[src/hw/hqsp_pkg.sv]
// Behaviour
// - Strap absent reads 1, fitted reads 0
// - Straps pick 2400, 4800, 9600, 19200 baud
// - Eight data bits, no parity, one stop
// - Invert strap fitted mirrors the X axis
// - Answers requests straight after power-up
// - Each low request pulse gives one reply
// - Host keeps receive line high normally
// - Host keeps request high between pulses
// - Sleep after reply if request high
// - At most twenty requests per second
// - Request held low streams replies under 2 Hz
// - Request pulse with receive low starts calibration
// - Calibration entry sends start marker 53 54 41
// - Host raises receive line to end calibration
// - Receive high sends 52 44 59, then sleep
// - Reply is three bytes, header 80 or 81
// - Header bit zero flags suspected distortion
// - Heading sixteen bits, high byte first
// - Heading counts half degrees
package hqsp_pkg;

    localparam int unsigned CLK_HZ         = 200_000_000;
    localparam int unsigned BAUD_2400      = 2400;
    localparam int unsigned BAUD_4800      = 4800;
    localparam int unsigned BAUD_9600      = 9600;
    localparam int unsigned BAUD_19200     = 19200;
    localparam int unsigned FRAME_BITS     = 10;
    localparam int unsigned HOLD_MS        = 20;
    localparam int unsigned CONT_PERIOD_MS = 520;
    localparam int unsigned QUERY_GAP_MS   = 50;
    localparam int unsigned PULSE_MS       = 2;

    localparam logic [7:0]  HDR_OK         = 8'h80;
    localparam logic [7:0]  HDR_DISTORT    = 8'h81;
    localparam logic [23:0] CAL_START_MARK = 24'h535441;
    localparam logic [23:0] CAL_DONE_MARK  = 24'h524459;
    localparam logic [15:0] HEADING_MAX    = 16'h02cf;
    localparam logic [15:0] HALF_CIRCLE    = 16'h02d0;

    // Host register map, byte addresses
    localparam logic [7:0]  REG_CTRL       = 8'h00;
    localparam logic [7:0]  REG_STATUS     = 8'h04;
    localparam logic [7:0]  REG_REPLY      = 8'h08;
    localparam int unsigned CTRL_QUERY     = 0;
    localparam int unsigned CTRL_CONT      = 1;
    localparam int unsigned CTRL_CAL       = 2;
    localparam int unsigned CTRL_BAUD      = 4;
    localparam logic [1:0]  BAUD_RESET     = 2'h1;
    localparam int unsigned ST_BUSY        = 0;
    localparam int unsigned ST_REPLY       = 1;
    localparam int unsigned ST_CAL_START   = 2;
    localparam int unsigned ST_CAL_DONE    = 3;

    // Bit period in clocks for a strap code {high, low}
    function automatic logic [31:0] baud_div(int unsigned clk_hz, logic [1:0] sel);
        int unsigned b;
        case (sel)
            2'h3:    b = BAUD_2400;
            2'h2:    b = BAUD_4800;
            2'h1:    b = BAUD_9600;
            default: b = BAUD_19200;
        endcase
        return 32'((clk_hz + b / 2) / b);
    endfunction

    // Milliseconds to clocks, at least one
    function automatic logic [31:0] ms_cycles(int unsigned clk_hz, int unsigned ms);
        longint unsigned c;
        c = (longint'(clk_hz) * longint'(ms) + 64'd999) / 64'd1000;
        if (c == 64'd0)
            c = 64'd1;
        return c[31:0];
    endfunction

endpackage
[src/hw/hqsp_link_if.sv]
interface hqsp_link_if;
    logic req_n;
    logic dev_rx;
    logic dev_tx;
    modport dev  (input req_n, input dev_rx, output dev_tx);
    modport host (output req_n, output dev_rx, input dev_tx);
endinterface

[src/hw/hqsp_device.sv]
// Chosen here: the APB interface to the registers and the placing of the registers.
module hqsp_device
    import hqsp_pkg::*;
#(
    parameter int unsigned clk_hz = CLK_HZ
) (
    input  wire logic        pclk,
    input  wire logic        presetn,
    hqsp_link_if.dev         link,
    input  wire logic        baud_strap_high,
    input  wire logic        baud_strap_low,
    input  wire logic        x_axis_invert_strap,
    input  wire logic [15:0] heading_in,
    input  wire logic        distort_in,
    output logic             asleep,
    output logic             cal_active,
    output logic             sample_req
);

    typedef enum logic [6:0] {
        S_SLEEP     = 7'h01,
        S_REPLY     = 7'h02,
        S_HOLD      = 7'h04,
        S_CONT      = 7'h08,
        S_CAL_START = 7'h10,
        S_CAL       = 7'h20,
        S_CAL_DONE  = 7'h40
    } hqsp_dev_state_e;

    localparam logic [31:0] HOLD_CYC = ms_cycles(clk_hz, HOLD_MS);
    localparam logic [31:0] PER_CYC  = ms_cycles(clk_hz, CONT_PERIOD_MS);

    hqsp_dev_state_e state;
    logic            straps_taken;
    logic [1:0]      baud_sel;
    logic            invert_x;
    logic [31:0]     bit_div;
    logic            req_prev;
    logic            req_fall;
    logic [31:0]     low_cnt;
    logic            low_past;
    logic [31:0]     per_cnt;
    logic            per_done;
    logic            load;
    logic [23:0]     load_msg;
    logic            load_reply;
    logic [15:0]     heading_fix;
    logic [23:0]     msg;
    logic [3:0]      bit_idx;
    logic [1:0]      byte_idx;
    logic [31:0]     div_cnt;
    logic            sending;
    logic            tick;
    logic            send_done;
    logic            tx;

    // Straps are caught once after reset release, never under reset
    always_ff @(posedge pclk or negedge presetn) begin
        if (!presetn) begin
            straps_taken <= 1'b0;
            baud_sel     <= BAUD_RESET;
            invert_x     <= 1'b0;
        end else if (!straps_taken) begin
            straps_taken <= 1'b1;
            baud_sel     <= {baud_strap_high, baud_strap_low};
            invert_x     <= ~x_axis_invert_strap;
        end
    end

    assign bit_div = baud_div(clk_hz, baud_sel);

    // Request edge and how long the line has stayed low
    always_ff @(posedge pclk or negedge presetn) begin
        if (!presetn) begin
            req_prev <= 1'b1;
            low_cnt  <= 32'h0;
        end else begin
            req_prev <= link.req_n;
            if (link.req_n)
                low_cnt <= 32'h0;
            else if (!low_past)
                low_cnt <= low_cnt + 32'h1;
        end
    end

    assign req_fall = req_prev && !link.req_n;
    assign low_past = low_cnt >= HOLD_CYC;

    // Streaming period, only runs while in continuous wait
    always_ff @(posedge pclk or negedge presetn) begin
        if (!presetn)
            per_cnt <= 32'h0;
        else if (state != S_CONT || per_done)
            per_cnt <= 32'h0;
        else
            per_cnt <= per_cnt + 32'h1;
    end

    assign per_done = (state == S_CONT) && (per_cnt == PER_CYC - 32'h1);

    // Clamp to a legal field, then mirror when mounted upside down
    always_comb begin
        heading_fix = (heading_in > HEADING_MAX) ? HEADING_MAX : heading_in;
        if (invert_x && heading_fix != 16'h0)
            heading_fix = HALF_CIRCLE - heading_fix;
    end

    // Which message starts this cycle
    always_comb begin
        load       = 1'b0;
        load_reply = 1'b0;
        load_msg   = {HDR_OK, heading_fix};
        case (state)
            S_SLEEP: begin
                if (req_fall && !link.dev_rx) begin
                    load     = 1'b1;
                    load_msg = CAL_START_MARK;
                end else if (req_fall) begin
                    load       = 1'b1;
                    load_reply = 1'b1;
                end
            end
            S_CONT: begin
                if (per_done && !link.req_n) begin
                    load       = 1'b1;
                    load_reply = 1'b1;
                end
            end
            S_CAL: begin
                if (link.dev_rx) begin
                    load     = 1'b1;
                    load_msg = CAL_DONE_MARK;
                end
            end
            default: begin
                load = 1'b0;
            end
        endcase
        if (load_reply)
            load_msg = {(distort_in ? HDR_DISTORT : HDR_OK), heading_fix};
    end

    // Mode sequencing
    always_ff @(posedge pclk or negedge presetn) begin
        if (!presetn) begin
            state <= S_SLEEP;
        end else begin
            case (state)
                S_SLEEP: begin
                    if (load && !load_reply)
                        state <= S_CAL_START;
                    else if (load)
                        state <= S_REPLY;
                end
                S_REPLY: begin
                    if (send_done && link.req_n)
                        state <= S_SLEEP;
                    else if (send_done && low_past)
                        state <= S_CONT;
                    else if (send_done)
                        state <= S_HOLD;
                end
                S_HOLD: begin
                    if (link.req_n)
                        state <= S_SLEEP;
                    else if (low_past)
                        state <= S_CONT;
                end
                S_CONT: begin
                    if (link.req_n)
                        state <= S_SLEEP;
                    else if (load)
                        state <= S_REPLY;
                end
                S_CAL_START: begin
                    if (send_done)
                        state <= S_CAL;
                end
                S_CAL: begin
                    if (load)
                        state <= S_CAL_DONE;
                end
                S_CAL_DONE: begin
                    if (send_done)
                        state <= S_SLEEP;
                end
                default: begin
                    state <= S_SLEEP;
                end
            endcase
        end
    end

    assign tick      = sending && (div_cnt == bit_div - 32'h1);
    assign send_done = tick && (bit_idx == 4'd9) && (byte_idx == 2'd2);

    // Three-byte sender; start bit, eight data bits LSB first, stop bit
    always_ff @(posedge pclk or negedge presetn) begin
        if (!presetn) begin
            msg      <= 24'h0;
            bit_idx  <= 4'h0;
            byte_idx <= 2'h0;
            div_cnt  <= 32'h0;
            sending  <= 1'b0;
            tx       <= 1'b1;
        end else if (load) begin
            msg      <= load_msg;
            bit_idx  <= 4'h0;
            byte_idx <= 2'h0;
            div_cnt  <= 32'h0;
            sending  <= 1'b1;
            tx       <= 1'b0;
        end else if (tick) begin
            div_cnt <= 32'h0;
            if (bit_idx == 4'(FRAME_BITS - 1)) begin
                if (byte_idx == 2'd2) begin
                    sending <= 1'b0;
                end else begin
                    byte_idx <= byte_idx + 2'h1;
                    msg      <= {msg[15:0], 8'h00};
                    bit_idx  <= 4'h0;
                    tx       <= 1'b0;
                end
            end else begin
                bit_idx <= bit_idx + 4'h1;
                // Stop bit after the eighth data bit, no parity
                tx      <= (bit_idx == 4'd8) ? 1'b1 : msg[16 + 32'(bit_idx[2:0])];
            end
        end else if (sending) begin
            div_cnt <= div_cnt + 32'h1;
        end
    end

    assign link.dev_tx = tx;

    // Status toward the sensor side
    assign asleep     = (state == S_SLEEP) && !sending;
    assign cal_active = (state == S_CAL_START) || (state == S_CAL) || (state == S_CAL_DONE);
    // The sensor samples as the reply is captured, so the reply carries the heading from before this sample
    assign sample_req = load_reply;

endmodule

[src/flat_wrapper.sv]
// flat-port wrapper written by rule: the top's interface ports become plain ports
module hqsp_device_flat import hqsp_pkg::*;
#(
    parameter int unsigned clk_hz = CLK_HZ
)
  (pclk, presetn, baud_strap_high, baud_strap_low, x_axis_invert_strap, heading_in, distort_in, asleep, cal_active, sample_req, link_req_n, link_dev_rx, link_dev_tx);
  hqsp_link_if link_i ();
  input  wire logic pclk;
  input  wire logic presetn;
  input  wire logic baud_strap_high;
  input  wire logic baud_strap_low;
  input  wire logic x_axis_invert_strap;
  input  wire logic [15:0] heading_in;
  input  wire logic distort_in;
  output logic asleep;
  output logic cal_active;
  output logic sample_req;
  input wire logic [$bits(link_i.req_n)-1:0] link_req_n;
  input wire logic [$bits(link_i.dev_rx)-1:0] link_dev_rx;
  output wire logic [$bits(link_i.dev_tx)-1:0] link_dev_tx;
  assign link_i.req_n = link_req_n;
  assign link_i.dev_rx = link_dev_rx;
  assign link_dev_tx = link_i.dev_tx;
  hqsp_device #(.clk_hz(clk_hz)) u_core (.pclk(pclk), .presetn(presetn), .link(link_i), .baud_strap_high(baud_strap_high), .baud_strap_low(baud_strap_low), .x_axis_invert_strap(x_axis_invert_strap), .heading_in(heading_in), .distort_in(distort_in), .asleep(asleep), .cal_active(cal_active), .sample_req(sample_req));
endmodule
[config.mk]
export PLATFORM = sky130hd
export DESIGN_NAME = hqsp_device_flat
export DESIGN_NICKNAME = d
export VERILOG_FILES = /design/src/hw/hqsp_pkg.sv /design/src/hw/hqsp_link_if.sv /design/src/hw/hqsp_device.sv /design/src/flat_wrapper.sv
export SDC_FILE = /design/constraint.sdc
export NUM_CORES = 1
export LEC_CHECK = 0
export BUFFER_PORTS_ARGS = -buffer_cell sky130_fd_sc_hd__buf_2
export CAP_MARGIN = 5
export CORE_MARGIN = 3
export CORE_UTILIZATION = 65
export CTS_CLUSTER_SIZE = 14
export DETAILED_ROUTE_END_ITERATION = 10
export MAX_ROUTING_LAYER = met4
export PLACE_DENSITY_LB_ADDON = 0.2
export SLEW_MARGIN = 20
export SYNTH_ARGS = -nofsm -noshare
export SYNTH_HDL_FRONTEND = slang
export SYNTH_SLANG_ARGS = --single-unit
[constraint.sdc]
create_clock -name pclk -period 26 [get_ports pclk]
set_clock_uncertainty 0.05 [all_clocks]
set_input_delay 5.2 -clock pclk [delete_from_list [all_inputs] [get_ports pclk]]
set_output_delay 5.2 -clock pclk [all_outputs]
set_load 0.05 [all_outputs]
==> results.md <==
* Status: finished clean
* Setup Viol. Count Final at 0
* Clock transition at path regs at 0.07 ns
* Largest net degree at the start of global routing at 76
* Fmax at 66.03 MHz
* Async set-reset flop share out of synthesis at 1.000
* Non-filler instance count after layout at 1526
* Via density at 6.497
* Ports at 28
* P per Cell Area at 64.10 nW/um2
* Vias post-DR at 9915
* Synth Net Count at 1360
* Min Tclk post-route at 15.15 ns
* Post-synth EDFFs at 0
* Fin Setup TNS at 0 ns
* CTS H-tree depth at 4
* Final Cell Area at 11470 um2
* Syn Std Cell Area at 10690 um2
* First-pass detailed-route iteration total at 5
* Ranking of synthesized cells by area: dfrtp_1 (32%), nor2_1 (7.0%), nand2_1 (4.6%), xor2_1 (4.5%), ha_1 (4.1%)
* Initial Utilization at 0.6684
* Xor/xnor share of the synthesized area at 0.08436
* Crit. End Element: flop
* Adder-Cell Fraction of Synth Area at 0.04095
* Crit-path max cell delay at 0.65 ns
* Die footprint at 18030 um2
* Nets at 1356
* Worst-skew pair later-pin latency at 0.43 ns
* Num CTS Buffers at 17
* Total grt overflow at 0
* DRC at 0
* Synth Register Bits at 140
* Final Hold Viols at 0
* Synth top area share at 0.3182
* # diodes at 0
* Setup ws final at 10.85 ns
* Layout cells sized above 1 at 0.09313
* Crit path max fanout at 32
* Worst-case vdd ir drop at 0.05190 mV
* WL per Instance at 18.44 um
* # clock sinks at 140
* Seq/Total Area, Yosys at 0.3281
* Cell count after synthesis at 1301
* # hold bufs at CTS at 0
* Synth Warn # at 0
* Die height at 134.3 um
* Overall Global Routing Usage at 0.3299
* Crit path DAT at 15.41 ns
* Buffers on Ports at 27
* Crit Path Category: reg -> reg
* Site row count at 46
* CTS tree: built
* Yosys top cell by area: dfrtp_1
* Worst slew pin tran at 0.9032 ns
* Area Overhead vs Synth at 7.230%
* Largest family of logic cells by synthesized area: simple AND/OR/NAND/NOR gates
* Post-synthesis mux area share at 0.03709
* CORE AREA at 16000 um2
* CTS root buffer: clkbuf_16
* DRT antenna net count at 0
* Compound-Gate Fraction of Synth Area at 0.1742
* Max-Cap Viols at 0
* CP dominant cell by count: ha_1
* CTS max path bufs at 2
* Detail Placement HPWL at 19770 um
* Post-CTS setup repair buffer count at 0
* Post-Synth Simple-Gate Area at 0.2975
* # fillers at 1313
* RSZ-0062 raised after global routing: false
* Ys flop type: dfrtp_1
* Syn avg cell area at 8.220 um2
* Vias in the first global route at 9471
* CP startpoint kind: flop
* Flop2flop setup slack at 10.85 ns
* Pleak at 4.892 nW
* Period Utilization, post-route at 0.5825
* Placed Area at 10900 um2
* Cell count after placement at 1494
* Place WS at 11.07 ns
* First-pass GRT wire length at 47330 um
* GP Congestion at 0.9747
* Die width at 134.3 um
* Synth cell types at 102
* Fin. max-slew vios at 0
* Post-CTS sizing at 0
* Slew HR at 0.3978
* WP data required at 26.27 ns
* Initial antenna violation count at 0
* Drt first-iter violations at 948
* WL final at 28130 um
* CP max stage cell: nor4b_4
* Hold crit path type: reg -> reg
-- registers in the layout, indices dropped and copies added, names as in the netlist --
register	flops
u_core.low_cnt	32
u_core.req_prev	1
u_core.straps_taken	1
u_core.state	7
u_core.invert_x	1
u_core.byte_idx	2
u_core.div_cnt	32
u_core.sending	1
u_core.msg	24
u_core.per_cnt	32
u_core.link.dev_tx	1
u_core.baud_sel	2
u_core.bit_idx	4
-- final timing paths --
path,from,end,cells after the start
worst max-delay path,u_core.baud_sel[0],u_core.msg[6],56
worst min-delay path,u_core.per_cnt[0],u_core.per_cnt[0],1
worst max register to register,u_core.baud_sel[0],u_core.msg[6],56
worst min register to register,u_core.per_cnt[0],u_core.per_cnt[0],1
max in group asynchronous,presetn,u_core.low_cnt[25],2
min in group asynchronous,presetn,u_core.msg[14],1
-- layout by cell type (no fill, tap or decap), drive strengths merged, types with 13 or more instances in the layout --
master  Yosys  final
nor2      204    204
dfrtp     136    136
nand2     131    131
nor3       60     60
nand3      56     56
xor2       55     55
o21ai      53     53
xnor2      48     48
a21oi      47     47
inv        31     40
ha         35     35
buf        17     35
and3       31     31
nand4      25     25
nor4       24     24
mux2i      23     23
a211oi     23     23
nor2b      19     19
clkbuf     41     19
o211ai     18     18
and4       15     15
and2       15     15
a31oi      14     14
nand2b     14     14
or3        13     13
-- per-stage QoR --
step / hold slack (ns) / total power, mW / util
floorplan: 0.4049 / 0.4400 / -
global placement: 0.4150 / 0.4949 / 0.6813
detailed placement: 0.4227 / 0.4967 / 0.6813
CTS: 0.4429 / 0.7330 / 0.7165
global route: 0.4746 / 0.7718 / 0.7167
finish: 0.4399 / 0.7351 / 0.7167
-- final cells by class --
cell class	count	area, um2	share of cell area
repair buffers	35	201.4	0.01757
clock buffers	19	442.9	0.03863
flip-flops and latches	140	3508	0.3059
well taps	216	270.3	0.02357
multi-input cells	1067	6788	0.5919
inverters	36	135.1	0.01178
clock inverters	13	121.4	0.01058
-- synth_stat cells (all sizes together), types with 6 or more instances --
| cell | number |
|---|---|
| or3 | 13 |
| nand2 | 131 |
| or4 | 6 |
| and4 | 15 |
| xor2 | 55 |
| o31ai | 12 |
| a211oi | 23 |
| inv | 31 |
| o21ai | 53 |
| or2 | 6 |
| mux2i | 23 |
| clkbuf | 41 |
| a21oi | 47 |
| a221oi | 8 |
| a21o | 6 |
| o22ai | 8 |
| nor2b | 19 |
| nand3 | 56 |
| nand4 | 25 |
| a31oi | 14 |
| and3 | 31 |
| nand2b | 14 |
| ha | 35 |
| xnor2 | 48 |
| and2 | 15 |
| buf | 17 |
| nand3b | 7 |
| nor2 | 204 |
| o211ai | 18 |
| dfrtp | 136 |
| nor4 | 24 |
| nor3 | 60 |
| mux2 | 10 |
-- critical path, delay by kind of cell, from the launching register on --
| family | cells | cell delay, ns |
|---|---|---|
| AOI/OAI and AO/OA | 17 | 4.21 |
| adders and majority gates | 7 | 2.64 |
| buffers and inverters | 5 | 0.86 |
| DFF | 1 | 0.58 |
| muxes | 7 | 2.14 |
| and+or+nand+nor | 20 | 4.51 |
-- kinds of logic (layout without fill, tap and decap cells) --
family,Yosys count,count (layout)
AOI/OAI and AO/OA,253,253
xor gates and xnor gates,103,103
other,1,1
and+or+nand+nor,641,641
muxes,34,34
buffers and inverters,94,103
adders and majority gates,35,35
DFF,140,140
-- layer usage --
metal  track usage  vias up  routed length [um]
li1              -     4676                   -
met3       0.05814       65                1931
met1        0.4466     4775               12250
met5             -        -                   0
met2        0.5137      399               13170
met4       0.09672        0                 774
-- power by group --
| group | switching, mW | internal (mW) |
|---|---|---|
| Combinational | 0.152 | 0.0874 |
| Sequential | 0.0213 | 0.240 |
| Clock | 0.106 | 0.129 |
(Power assumes the default switching activity.)
